$ cat src/rtl/pfd_pkg.sv
package pfd_pkg;

	// ****************************************************************
	// clock and link timing
	// ****************************************************************
	localparam int PFD_CLK_PERIOD_NS = 50;
	localparam int PFD_NS_PER_US = 1000;
	// carrier_gap_time: fixed carrier dropout before every channel
	localparam int PFD_GAP_TIME_US = 500;
	// on-interval of each fixed-width digital-code channel
	localparam int PFD_FIX_SPAN_US = 500;
	// shortest frame_marker_length that the receiver accepts
	localparam int PFD_MARKER_MIN_US = 5000;
	// receiver sync timeout; every channel on-interval must stay below it
	localparam int PFD_TIMEOUT_US = 3500;
	// longest analog on-interval we ever send
	localparam int PFD_SPAN_MAX_US = 3000;

	// exact figures, least times rounded up, longest times rounded down
	localparam int PFD_GAP_CYC = PFD_GAP_TIME_US * PFD_NS_PER_US / PFD_CLK_PERIOD_NS;
	localparam int PFD_FIX_CYC = PFD_FIX_SPAN_US * PFD_NS_PER_US / PFD_CLK_PERIOD_NS;
	localparam int PFD_MARKER_CYC = (PFD_MARKER_MIN_US * PFD_NS_PER_US + PFD_CLK_PERIOD_NS - 1)
		/ PFD_CLK_PERIOD_NS;
	localparam int PFD_TIMEOUT_CYC = PFD_TIMEOUT_US * PFD_NS_PER_US / PFD_CLK_PERIOD_NS;
	localparam int PFD_SPAN_MAX_CYC = PFD_SPAN_MAX_US * PFD_NS_PER_US / PFD_CLK_PERIOD_NS;

	// ****************************************************************
	// frame layout
	// ****************************************************************
	localparam int PFD_CNT_W = 17;
	localparam int PFD_SLOT_W = 3;
	localparam int PFD_CODE_W = 2;
	// two analog channels plus at least one digital-code channel
	localparam logic [PFD_SLOT_W-1:0] PFD_BASE_CHANNELS = 3'h3;
	localparam logic [PFD_SLOT_W-1:0] PFD_SLOT_CH1 = 3'h0;
	localparam logic [PFD_SLOT_W-1:0] PFD_SLOT_CH2 = 3'h1;
	localparam logic [PFD_SLOT_W-1:0] PFD_SLOT_STEP = 3'h1;
	localparam logic [PFD_SLOT_W-1:0] PFD_MAX_CHANNELS = 3'h6;

	typedef enum logic [1:0] {
		PFD_ST_START,
		PFD_ST_SYNC,
		PFD_ST_GAP,
		PFD_ST_ON
	} pfd_state_t;

endpackage

$ cat src/rtl/pfd_interval_timer.sv
`timescale 1ns/1ps

// ****************************************************************
// down counter that times one carrier interval
// ****************************************************************
module pfd_interval_timer
	import pfd_pkg::*;
#(
	parameter int CNT_W = PFD_CNT_W
) (
	input wire logic core_clk_i,             // system clock
	input wire logic reset_n_i,              // async reset, active low
	input wire logic start_i,                // load a new interval
	input wire logic [CNT_W-1:0] length_i,   // interval length in cycles, at least 1
	output logic last_o                      // final cycle of the interval
);

	typedef struct packed {
		logic [CNT_W-1:0] remaining;
	} pfd_tmr_st_t;

	pfd_tmr_st_t st_q;
	pfd_tmr_st_t st_d;

	always_comb begin
		st_d = st_q;
		if (start_i) begin
			st_d.remaining = length_i - CNT_W'(1);
		end else if (st_q.remaining != '0) begin
			st_d.remaining = st_q.remaining - CNT_W'(1);
		end
	end

	always_ff @(posedge core_clk_i or negedge reset_n_i) begin
		if (!reset_n_i) begin
			st_q <= '0;
		end else begin
			st_q <= st_d;
		end
	end

	assign last_o = (st_q.remaining == '0);

	chk_timer_load: assert property (@(posedge core_clk_i) disable iff (!reset_n_i)
		start_i && length_i > CNT_W'(1) |=> !last_o)
		else $error("interval ended right after a load");

endmodule

$ cat src/rtl/pfd_frame_encoder.sv
`timescale 1ns/1ps

module pfd_frame_encoder
	import pfd_pkg::*;
#(
	parameter int CNT_W = PFD_CNT_W,
	parameter int GAP_CYC = PFD_GAP_CYC,
	parameter int FIX_CYC = PFD_FIX_CYC,
	parameter int MARKER_CYC = PFD_MARKER_CYC,
	parameter int TIMEOUT_CYC = PFD_TIMEOUT_CYC,
	parameter int SPAN_MAX_CYC = PFD_SPAN_MAX_CYC
) (
	input wire logic core_clk_i,               // system clock, 20 MHz
	input wire logic reset_n_i,                // async reset, active low
	input wire logic [CNT_W-1:0] ch1_span_i,   // analog channel 1 carrier-on cycles
	input wire logic [CNT_W-1:0] ch2_span_i,   // analog channel 2 carrier-on cycles
	input wire logic dig_a_i,                  // digital channel A level
	input wire logic dig_b_i,                  // digital channel B level
	output logic carrier_on_o,                 // transmit carrier, high = on
	output logic frame_start_o                 // one-cycle pulse at first gap of a frame
);

	// ****************************************************************
	// elaboration checks
	// ****************************************************************
	if (MARKER_CYC >= (1 << CNT_W) || GAP_CYC < 1 || FIX_CYC < 1 || SPAN_MAX_CYC < 1) begin : g_bad_width
		$error("interval counts do not fit the timer");
	end
	if (SPAN_MAX_CYC >= TIMEOUT_CYC || FIX_CYC >= TIMEOUT_CYC || MARKER_CYC <= TIMEOUT_CYC) begin : g_bad_timing
		$error("channel and marker lengths must straddle the receiver timeout");
	end

	localparam logic [CNT_W-1:0] GAP_LEN = CNT_W'(GAP_CYC);
	localparam logic [CNT_W-1:0] FIX_LEN = CNT_W'(FIX_CYC);
	localparam logic [CNT_W-1:0] MARKER_LEN = CNT_W'(MARKER_CYC);
	localparam logic [CNT_W-1:0] SPAN_MAX_LEN = CNT_W'(SPAN_MAX_CYC);
	localparam logic [CNT_W-1:0] SPAN_MIN_LEN = CNT_W'(1);

	typedef struct packed {
		pfd_state_t state;
		logic [PFD_SLOT_W-1:0] slot;
		logic [PFD_CODE_W-1:0] code;
		logic [CNT_W-1:0] ch1;
		logic [CNT_W-1:0] ch2;
		logic carrier;
		logic frame_start;
		logic [CNT_W-1:0] on_run;
		logic [CNT_W-1:0] off_run;
	} pfd_enc_st_t;

	pfd_enc_st_t st_q;
	pfd_enc_st_t st_d;
	logic tmr_start;
	logic [CNT_W-1:0] tmr_len;
	logic tmr_last;
	logic [PFD_SLOT_W-1:0] total_ch;

	function automatic logic [CNT_W-1:0] pfd_clamp(input logic [CNT_W-1:0] span);
		if (span < SPAN_MIN_LEN) begin
			return SPAN_MIN_LEN;
		end else if (span > SPAN_MAX_LEN) begin
			return SPAN_MAX_LEN;
		end
		return span;
	endfunction

	// ****************************************************************
	// frame sequencer
	// ****************************************************************
	// digital code d sends d+1 extra channels, so the frame has d+3
	assign total_ch = PFD_SLOT_W'(st_q.code) + PFD_BASE_CHANNELS;

	always_comb begin
		st_d = st_q;
		st_d.frame_start = 1'b0;
		// carrier run lengths, watched by the checks below
		st_d.on_run = st_q.carrier ? st_q.on_run + CNT_W'(1) : '0;
		st_d.off_run = st_q.carrier ? '0 : st_q.off_run + CNT_W'(1);
		tmr_start = 1'b0;
		tmr_len = GAP_LEN;
		unique case (st_q.state)
			PFD_ST_START: begin
				// open with a full marker so the receiver starts clean
				st_d.state = PFD_ST_SYNC;
				st_d.carrier = 1'b1;
				tmr_start = 1'b1;
				tmr_len = MARKER_LEN;
			end
			PFD_ST_SYNC: begin
				if (tmr_last) begin
					st_d.state = PFD_ST_GAP;
					st_d.carrier = 1'b0;
					st_d.slot = PFD_SLOT_CH1;
					st_d.code = {dig_b_i, dig_a_i};
					st_d.ch1 = pfd_clamp(ch1_span_i);
					st_d.ch2 = pfd_clamp(ch2_span_i);
					st_d.frame_start = 1'b1;
					tmr_start = 1'b1;
					tmr_len = GAP_LEN;
				end
			end
			PFD_ST_GAP: begin
				if (tmr_last) begin
					tmr_start = 1'b1;
					st_d.carrier = 1'b1;
					if (st_q.slot == total_ch) begin
						// marker closes the frame after the last channel
						st_d.state = PFD_ST_SYNC;
						tmr_len = MARKER_LEN;
					end else begin
						st_d.state = PFD_ST_ON;
						if (st_q.slot == PFD_SLOT_CH1) begin
							tmr_len = st_q.ch1;
						end else if (st_q.slot == PFD_SLOT_CH2) begin
							tmr_len = st_q.ch2;
						end else begin
							tmr_len = FIX_LEN;
						end
					end
				end
			end
			PFD_ST_ON: begin
				if (tmr_last) begin
					st_d.state = PFD_ST_GAP;
					st_d.carrier = 1'b0;
					st_d.slot = st_q.slot + PFD_SLOT_STEP;
					tmr_start = 1'b1;
					tmr_len = GAP_LEN;
				end
			end
		endcase
	end

	always_ff @(posedge core_clk_i or negedge reset_n_i) begin
		if (!reset_n_i) begin
			st_q <= '{state: PFD_ST_START, default: '0};
		end else begin
			st_q <= st_d;
		end
	end

	pfd_interval_timer #(
		.CNT_W(CNT_W)
	) u_timer (
		.core_clk_i(core_clk_i),
		.reset_n_i(reset_n_i),
		.start_i(tmr_start),
		.length_i(tmr_len),
		.last_o(tmr_last)
	);

	assign carrier_on_o = st_q.carrier;
	assign frame_start_o = st_q.frame_start;

	// ****************************************************************
	// checks
	// ****************************************************************
	chk_gap_length: assert property (@(posedge core_clk_i) disable iff (!reset_n_i)
		$rose(carrier_on_o) && $past(st_q.state) == PFD_ST_GAP |-> st_q.off_run == GAP_LEN)
		else $error("carrier gap not of fixed length");

	chk_analog_span: assert property (@(posedge core_clk_i) disable iff (!reset_n_i)
		$fell(carrier_on_o) && $past(st_q.state) == PFD_ST_ON && st_q.slot == PFD_SLOT_CH2
		|-> st_q.on_run == st_q.ch1)
		else $error("channel 1 on-interval differs from its span");

	chk_ch2_span: assert property (@(posedge core_clk_i) disable iff (!reset_n_i)
		$fell(carrier_on_o) && $past(st_q.state) == PFD_ST_ON && st_q.slot == PFD_SLOT_CH2 + PFD_SLOT_STEP
		|-> st_q.on_run == st_q.ch2)
		else $error("channel 2 on-interval differs from its span");

	chk_marker_long: assert property (@(posedge core_clk_i) disable iff (!reset_n_i)
		$fell(carrier_on_o) && $past(st_q.state) == PFD_ST_SYNC |-> st_q.on_run >= MARKER_LEN)
		else $error("frame marker too short");

	chk_span_short: assert property (@(posedge core_clk_i) disable iff (!reset_n_i)
		$fell(carrier_on_o) && $past(st_q.state) == PFD_ST_ON |-> st_q.on_run <= SPAN_MAX_LEN)
		else $error("channel on-interval reaches the receiver timeout");

	chk_digital_width: assert property (@(posedge core_clk_i) disable iff (!reset_n_i)
		$fell(carrier_on_o) && $past(st_q.state) == PFD_ST_ON && st_q.slot > PFD_SLOT_CH2 + PFD_SLOT_STEP
		|-> st_q.on_run == FIX_LEN)
		else $error("digital-code channel not of fixed width");

	chk_start_gap: assert property (@(posedge core_clk_i) disable iff (!reset_n_i)
		frame_start_o |-> !carrier_on_o && $past(carrier_on_o))
		else $error("frame start not at the end of a marker");

	chk_first_slot: assert property (@(posedge core_clk_i) disable iff (!reset_n_i)
		frame_start_o |-> st_q.state == PFD_ST_GAP && st_q.slot == PFD_SLOT_CH1)
		else $error("frame does not open with the channel 1 gap");

	chk_code_hold: assert property (@(posedge core_clk_i) disable iff (!reset_n_i)
		st_q.state != PFD_ST_SYNC |=> $stable(st_q.code))
		else $error("digital code changed inside a frame");

	chk_channel_count: assert property (@(posedge core_clk_i) disable iff (!reset_n_i)
		st_q.state == PFD_ST_GAP ##1 st_q.state == PFD_ST_SYNC
		|-> st_q.slot >= PFD_BASE_CHANNELS && st_q.slot <= PFD_MAX_CHANNELS && st_q.slot == total_ch)
		else $error("frame channel count does not match the digital code");

	chk_marker_last: assert property (@(posedge core_clk_i) disable iff (!reset_n_i)
		st_q.state == PFD_ST_ON |-> st_q.slot < total_ch)
		else $error("channel sent after the frame should have closed");

endmodule

$ cat config.mk
export PLATFORM = sky130hd
export DESIGN_NAME = pfd_frame_encoder
export DESIGN_NICKNAME = d
export VERILOG_FILES = /design/src/rtl/pfd_pkg.sv /design/src/rtl/pfd_interval_timer.sv /design/src/rtl/pfd_frame_encoder.sv
export SDC_FILE = /design/constraint.sdc
export NUM_CORES = 1
export LEC_CHECK = 0
export BUFFER_PORTS_ARGS = -buffer_cell sky130_fd_sc_hd__clkbuf_2
export CAP_MARGIN = 20
export CORE_ASPECT_RATIO = 1.75
export CORE_MARGIN = 2
export CORE_UTILIZATION = 50
export DETAILED_ROUTE_END_ITERATION = 16
export PLACE_DENSITY = 0.68
export SLEW_MARGIN = 20
export SYNTH_ARGS = -nofsm -noshare
export SYNTH_HDL_FRONTEND = slang
export SYNTH_SLANG_ARGS = --single-unit
$ cat constraint.sdc
create_clock -name core_clk_i -period 2.95 [get_ports core_clk_i]
set_input_delay 0.59 -clock core_clk_i [delete_from_list [all_inputs] [get_ports core_clk_i]]
set_output_delay 0.59 -clock core_clk_i [all_outputs]
set_load 0.05 [all_outputs]
==> flow_summary.html <==
<table>
<tr><th>Metric</th><th>Value</th></tr>
<tr><th colspan="2">Clock tree</th></tr>
<tr><td>Clock edge transition at the registers on the reported setup and hold paths</td><td>about 50 ps</td></tr>
<tr><td>TritonCTS clock tree</td><td>built</td></tr>
<tr><td>Maximum buffer depth of the clock tree</td><td>2</td></tr>
<tr><td>Insertion delay of the later-clocked pin in the worst-skew pair</td><td>between 300 and 400 ps</td></tr>
<tr><td>CTS Hold Bufs</td><td>0</td></tr>
<tr><td>Deepest level of the CTS H-tree</td><td>3</td></tr>
<tr><td>Number of buffers created by CTS</td><td>9</td></tr>
<tr><td>Clock Sinks</td><td>60</td></tr>
<tr><td>CTS root buffer</td><td>sky130_fd_sc_hd__clkbuf_16</td></tr>
<tr><th colspan="2">Route</th></tr>
<tr><td>WL met3</td><td>~280 um</td></tr>
<tr><td>Drt initial violations</td><td>around 160</td></tr>
<tr><td>WL per Instance</td><td>18.39 um</td></tr>
<tr><td>Total wirelength of the detailed-routed design</td><td>between 9000 and 10000 um</td></tr>
<tr><td>Met2 Routed Length</td><td>slightly above 5000 um</td></tr>
<tr><td>Total number of vias</td><td>2989</td></tr>
<tr><td>Met1 WL</td><td>between 3000 and 4000 um</td></tr>
<tr><td>Detail-routed via count per cell</td><td>approximately 6.0</td></tr>
<tr><td>Final ANT Viol Nets</td><td>0</td></tr>
<tr><td>Detailed-route DRC error count</td><td>0</td></tr>
<tr><td>Top routing layer in use</td><td>met4</td></tr>
<tr><td>Number of optimization iterations in the first detailed-route pass</td><td>4</td></tr>
<tr><th colspan="2">Timing</th></tr>
<tr><td>Final clock skew</td><td>~7.8 ps</td></tr>
<tr><td>Final hold violation count</td><td>0</td></tr>
<tr><td>Normalized max-slew margin</td><td>roughly 51%</td></tr>
<tr><td>Final setup violating endpoints</td><td>0</td></tr>
<tr><td>Final Cycle Share</td><td>95.32%</td></tr>
<tr><td>Setup TNS</td><td>0 ps</td></tr>
<tr><td>Tightest Pin Transition</td><td>734.6 ps</td></tr>
<tr><td>Hold_ws</td><td>between 300 and 400 ps</td></tr>
<tr><td>Final worst path period need</td><td>between 2000 and 3000 ps</td></tr>
<tr><td>Timing-limited maximum frequency</td><td>about 360 MHz</td></tr>
<tr><td>Max Slew Vio Count</td><td>0</td></tr>
<tr><td>Unrepaired setup endpoints after global routing</td><td>no</td></tr>
<tr><th colspan="2">Setup path</th></tr>
<tr><td>Cell with the most instances on the worst path</td><td>sky130_fd_sc_hd__nor2_1</td></tr>
<tr><td>Worst Path Max Fanout</td><td>7</td></tr>
<tr><td>Endpoint type of the worst setup path</td><td>register</td></tr>
<tr><td>Start point of the critical path</td><td>st_q[73]</td></tr>
<tr><td>Data required, critical path</td><td>~3200 ps</td></tr>
<tr><td>CP peak stage delay</td><td>430 ps</td></tr>
<tr><td>Arrival time of the worst setup path</td><td>~3000 ps</td></tr>
<tr><td>Launching point of the worst reg2reg path</td><td>st_q[73]</td></tr>
<tr><td>Critical path's slowest cell</td><td>sky130_fd_sc_hd__dfrtp_1</td></tr>
<tr><td>Critical path class</td><td>reg -&gt; reg</td></tr>
<tr><td>Critical path cell sequence</td><td>inv_1 &gt; ha_2 &gt; nor2_1 &gt; a32oi_2 &gt; nor2_1 &gt; a21oi_1 &gt; ha_1 &gt; o21ai_0 &gt; a21oi_2 &gt; nand2_1 &gt; or3_4 &gt; xnor2_2</td></tr>
<tr><td>Reg2Reg Setup Slack</td><td>~140 ps</td></tr>
<tr><td>Worst Setup Start Kind</td><td>register</td></tr>
<tr><th colspan="2">Die</th></tr>
<tr><td>Starting density of the core</td><td>~52%</td></tr>
<tr><td>Die area</td><td>between 7000 and 8000 um2</td></tr>
<tr><td>Total number of placement rows</td><td>39</td></tr>
<tr><td>Placeable core area</td><td>6539 um2</td></tr>
<tr><td>Width of the die</td><td>66.38 um</td></tr>
<tr><td>Height of the die</td><td>113.2 um</td></tr>
<tr><td>Boundary pin count</td><td>40</td></tr>
<tr><th colspan="2">Power and ir drop</th></tr>
<tr><td>Proportion of power drawn by the clock network</td><td>slightly above 50%</td></tr>
<tr><td>Power density over cell area</td><td>483.3 nW/um2</td></tr>
<tr><td>Portion of total power attributed to combinational logic</td><td>under 10%</td></tr>
<tr><td>Sequential share of power</td><td>43.4%</td></tr>
<tr><td>Leakage power summed over all cells</td><td>approximately 1.7 nW</td></tr>
<tr><td>Max VDD drop</td><td>around 0.37 mV</td></tr>
<tr><td>Internal power component</td><td>~0.0016 W</td></tr>
<tr><td>Sw Pwr</td><td>between 0.0004 and 0.0005 W</td></tr>
<tr><td>Final Power</td><td>slightly below 0.002 W</td></tr>
<tr><td>Switching share of power</td><td>21.05%</td></tr>
<tr><th colspan="2">Global routing</th></tr>
<tr><td>Aggregate global routing overflow</td><td>0</td></tr>
<tr><td>Number of antenna violations at the first check in global routing</td><td>0</td></tr>
<tr><td>All-Layer GR Usage</td><td>between 20 and 30%</td></tr>
<tr><td>Pin count of the biggest net entering global routing</td><td>35</td></tr>
<tr><td>Wire length of the first global-routing pass</td><td>about 15000 um</td></tr>
<tr><td>Vias in the first global route</td><td>3122</td></tr>
<tr><th colspan="2">Job</th></tr>
<tr><td>Number of maximum-capacitance violations</td><td>0</td></tr>
<tr><th colspan="2">Place</th></tr>
<tr><td>Post-detailed-placement cell area</td><td>between 3000 and 4000 um2</td></tr>
<tr><td>Quantity of I/O buffers inserted on ports</td><td>39</td></tr>
<tr><td>Final weighted congestion in routability-driven placement</td><td>0.9839</td></tr>
<tr><td>HPWL after detailed placement</td><td>7233 um</td></tr>
<tr><th colspan="2">Worst hold path</th></tr>
<tr><td>Hold WC Path Type</td><td>in -&gt; async</td></tr>
<tr><th colspan="2">Status</th></tr>
<tr><td>Run status</td><td>finished, final reports clean</td></tr>
<tr><th colspan="2">Logic synthesis</th></tr>
<tr><td>Number of distinct library cell variants in the gate-level netlist after synthesis</td><td>58</td></tr>
<tr><td>Average cell area after synthesis</td><td>roughly 9.3 um2</td></tr>
<tr><td>Total nets after synthesis</td><td>a little over 400</td></tr>
<tr><td>Share of the synthesized area in the top cell type</td><td>44.10%</td></tr>
<tr><td>Cell type with the largest total area after synthesis</td><td>sky130_fd_sc_hd__dfrtp_1</td></tr>
<tr><td>Count of flip-flops with a built-in enable after synthesis</td><td>0</td></tr>
<tr><td>FFs w/ async S/R, synth</td><td>100.0%</td></tr>
<tr><td>Dominant register cell in the synthesized netlist</td><td>sky130_fd_sc_hd__dfrtp_1</td></tr>
<tr><td>Area of the mapped netlist</td><td>approximately 3400 um2</td></tr>
<tr><td>Sequential cell area fraction in the yosys report</td><td>between 40 and 50%</td></tr>
<tr><td>Post-synthesis cell count</td><td>~370</td></tr>
<tr><td>Number of synthesized register bits</td><td>60</td></tr>
<tr><td>Synth warnings</td><td>0</td></tr>
<tr><td>Largest cells by area after synthesis</td><td>sky130_fd_sc_hd__dfrtp_1, sky130_fd_sc_hd__nor2_1, sky130_fd_sc_hd__a22o_1, sky130_fd_sc_hd__o21ai_0, sky130_fd_sc_hd__nand2_1</td></tr>
<tr><th colspan="2">Cells and area</th></tr>
<tr><td>Layout overhead on the synthesized area</td><td>20.32%</td></tr>
<tr><td># diodes</td><td>0</td></tr>
<tr><td>Post-route cell area</td><td>4096 um2</td></tr>
<tr><td>Share of post-route cells with drive strength above 1</td><td>approximately 22%</td></tr>
<tr><td>Post-layout net count</td><td>approximately 460</td></tr>
<tr><td># fillers</td><td>607</td></tr>
</table>
[sequential cells by signal, summed over array words and instances (netlist names)]
signal and flops:
u_timer.st_q 17, st_q 41, carrier_on_o 1, frame_start_o 1
[Yosys cell counts, types with 4 or more instances]
cell type                   n
sky130_fd_sc_hd__and2_1     4
sky130_fd_sc_hd__inv_1     13
sky130_fd_sc_hd__nand2_1   30
sky130_fd_sc_hd__nor3_1    16
sky130_fd_sc_hd__a21o_1     4
sky130_fd_sc_hd__o21ai_0   23
sky130_fd_sc_hd__buf_2      7
sky130_fd_sc_hd__a21oi_1   16
sky130_fd_sc_hd__xor2_1     6
sky130_fd_sc_hd__nor2_1    48
sky130_fd_sc_hd__ha_1       5
sky130_fd_sc_hd__nand3b_1   4
sky130_fd_sc_hd__nand2b_1   5
sky130_fd_sc_hd__a22o_1    19
sky130_fd_sc_hd__nand3_1    6
sky130_fd_sc_hd__clkbuf_1   8
sky130_fd_sc_hd__xnor2_1   10
sky130_fd_sc_hd__nand4_1    4
sky130_fd_sc_hd__a32oi_1    7
sky130_fd_sc_hd__a31oi_1    5
sky130_fd_sc_hd__nor4_1    11
sky130_fd_sc_hd__dfrtp_1   60
[critical path, delay by kind of cell, from the launching register on]
kind	cells	cell delay (ps)
and+or+nand+nor	4	790
DFF	1	430
buffers and inverters	1	110
adders and majority gates	2	460
AOI/OAI and AO/OA	4	790
xor gates and xnor gates	1	130
[final cells by class]
cell class	count	area, um2	area share [%]
Timing Repair Buffer	56	347.8	8.491
Inverter	14	52.55	1.283
Multi-Input combinational cell	273	1807	44.10
Tap cell	82	102.6	2.505
Clock inverter	2	35.03	0.8552
Sequential cell	60	1501	36.65
Clock buffer	13	250.2	6.109
[metrics by stage]
step                setup slack [ps]  utilization (%)  cells
detailed placement             93.90            57.39    483
CTS                            38.94            61.75    498
global route                   3.578            62.65    500
finish                         138.1            62.65    500
floorplan                      291.9                -    365
global placement               191.1            57.39    483
[per-layer routing]
layer	GRT usage [%]	vias to the layer above
met3	5.070	22
met1	29.06	1456
met2	49.13	78
met4	14.01	0
met5	0	-
li1	-	1433
[final timing paths]
check | to | cells after the start
max in group asynchronous | st_q[44] | 2
max | u_timer.st_q[8] | 12
min in group core_clk_i | carrier_on_o | 1
min reg2reg | carrier_on_o | 1
min | u_timer.st_q[16] | 1
max reg2reg | u_timer.st_q[8] | 12
[placed cells by master (no fill, tap or decap), types with 3 or more instances in the layout]
cell type	n
sky130_fd_sc_hd__nand4b_1	3
sky130_fd_sc_hd__xor2_1	4
sky130_fd_sc_hd__ha_1	4
sky130_fd_sc_hd__nand2b_1	5
sky130_fd_sc_hd__a22o_1	19
sky130_fd_sc_hd__a32oi_1	5
sky130_fd_sc_hd__a31oi_1	5
sky130_fd_sc_hd__nor3_1	16
sky130_fd_sc_hd__o21a_1	3
sky130_fd_sc_hd__inv_1	13
sky130_fd_sc_hd__and2_1	4
sky130_fd_sc_hd__xnor2_1	10
sky130_fd_sc_hd__nand4_2	3
sky130_fd_sc_hd__nand2_1	30
sky130_fd_sc_hd__nor4_1	10
sky130_fd_sc_hd__clkbuf_16	9
sky130_fd_sc_hd__nor2_1	48
sky130_fd_sc_hd__buf_4	15
sky130_fd_sc_hd__nand4_1	4
sky130_fd_sc_hd__clkbuf_1	3
sky130_fd_sc_hd__a21oi_1	16
sky130_fd_sc_hd__nand3b_1	4
sky130_fd_sc_hd__nor4_2	4
sky130_fd_sc_hd__a21o_1	4
sky130_fd_sc_hd__a211o_1	3
sky130_fd_sc_hd__nand3_1	6
sky130_fd_sc_hd__clkbuf_2	39
sky130_fd_sc_hd__o21ai_0	23
sky130_fd_sc_hd__dfrtp_1	60
[cells by family after synthesis]
family	Yosys count	share of synthesized area, %
AND/OR/NAND/NOR	153	24.37
AO/OA/AOI/OAI	98	20.99
flip-flops	60	44.10
buffers and inverters	32	4.116
XOR/XNOR	17	4.594
adder cells (fa/ha/maj)	5	1.838
[power groups by stage]
stage | clock network, W | registers (W) | logic, W
2_1_floorplan | 0 | 0.000866 | 0.0000450
3_3_place_gp | 0 | 0.000872 | 0.000109
3_5_place_dp | 0 | 0.000872 | 0.000111
4_1_cts | 0.00102 | 0.000859 | 0.000112
5_1_grt | 0.00105 | 0.000861 | 0.000125
6_report | 0.00101 | 0.000860 | 0.000111
[repair_timing]
action | in CTS | in global routing
gates resized for setup | 0 | 7
buffers inserted | 0 | 2
endpoints found under the setup margin | 0 | 5
No activity file was read; power rests on OpenSTA's default activity.
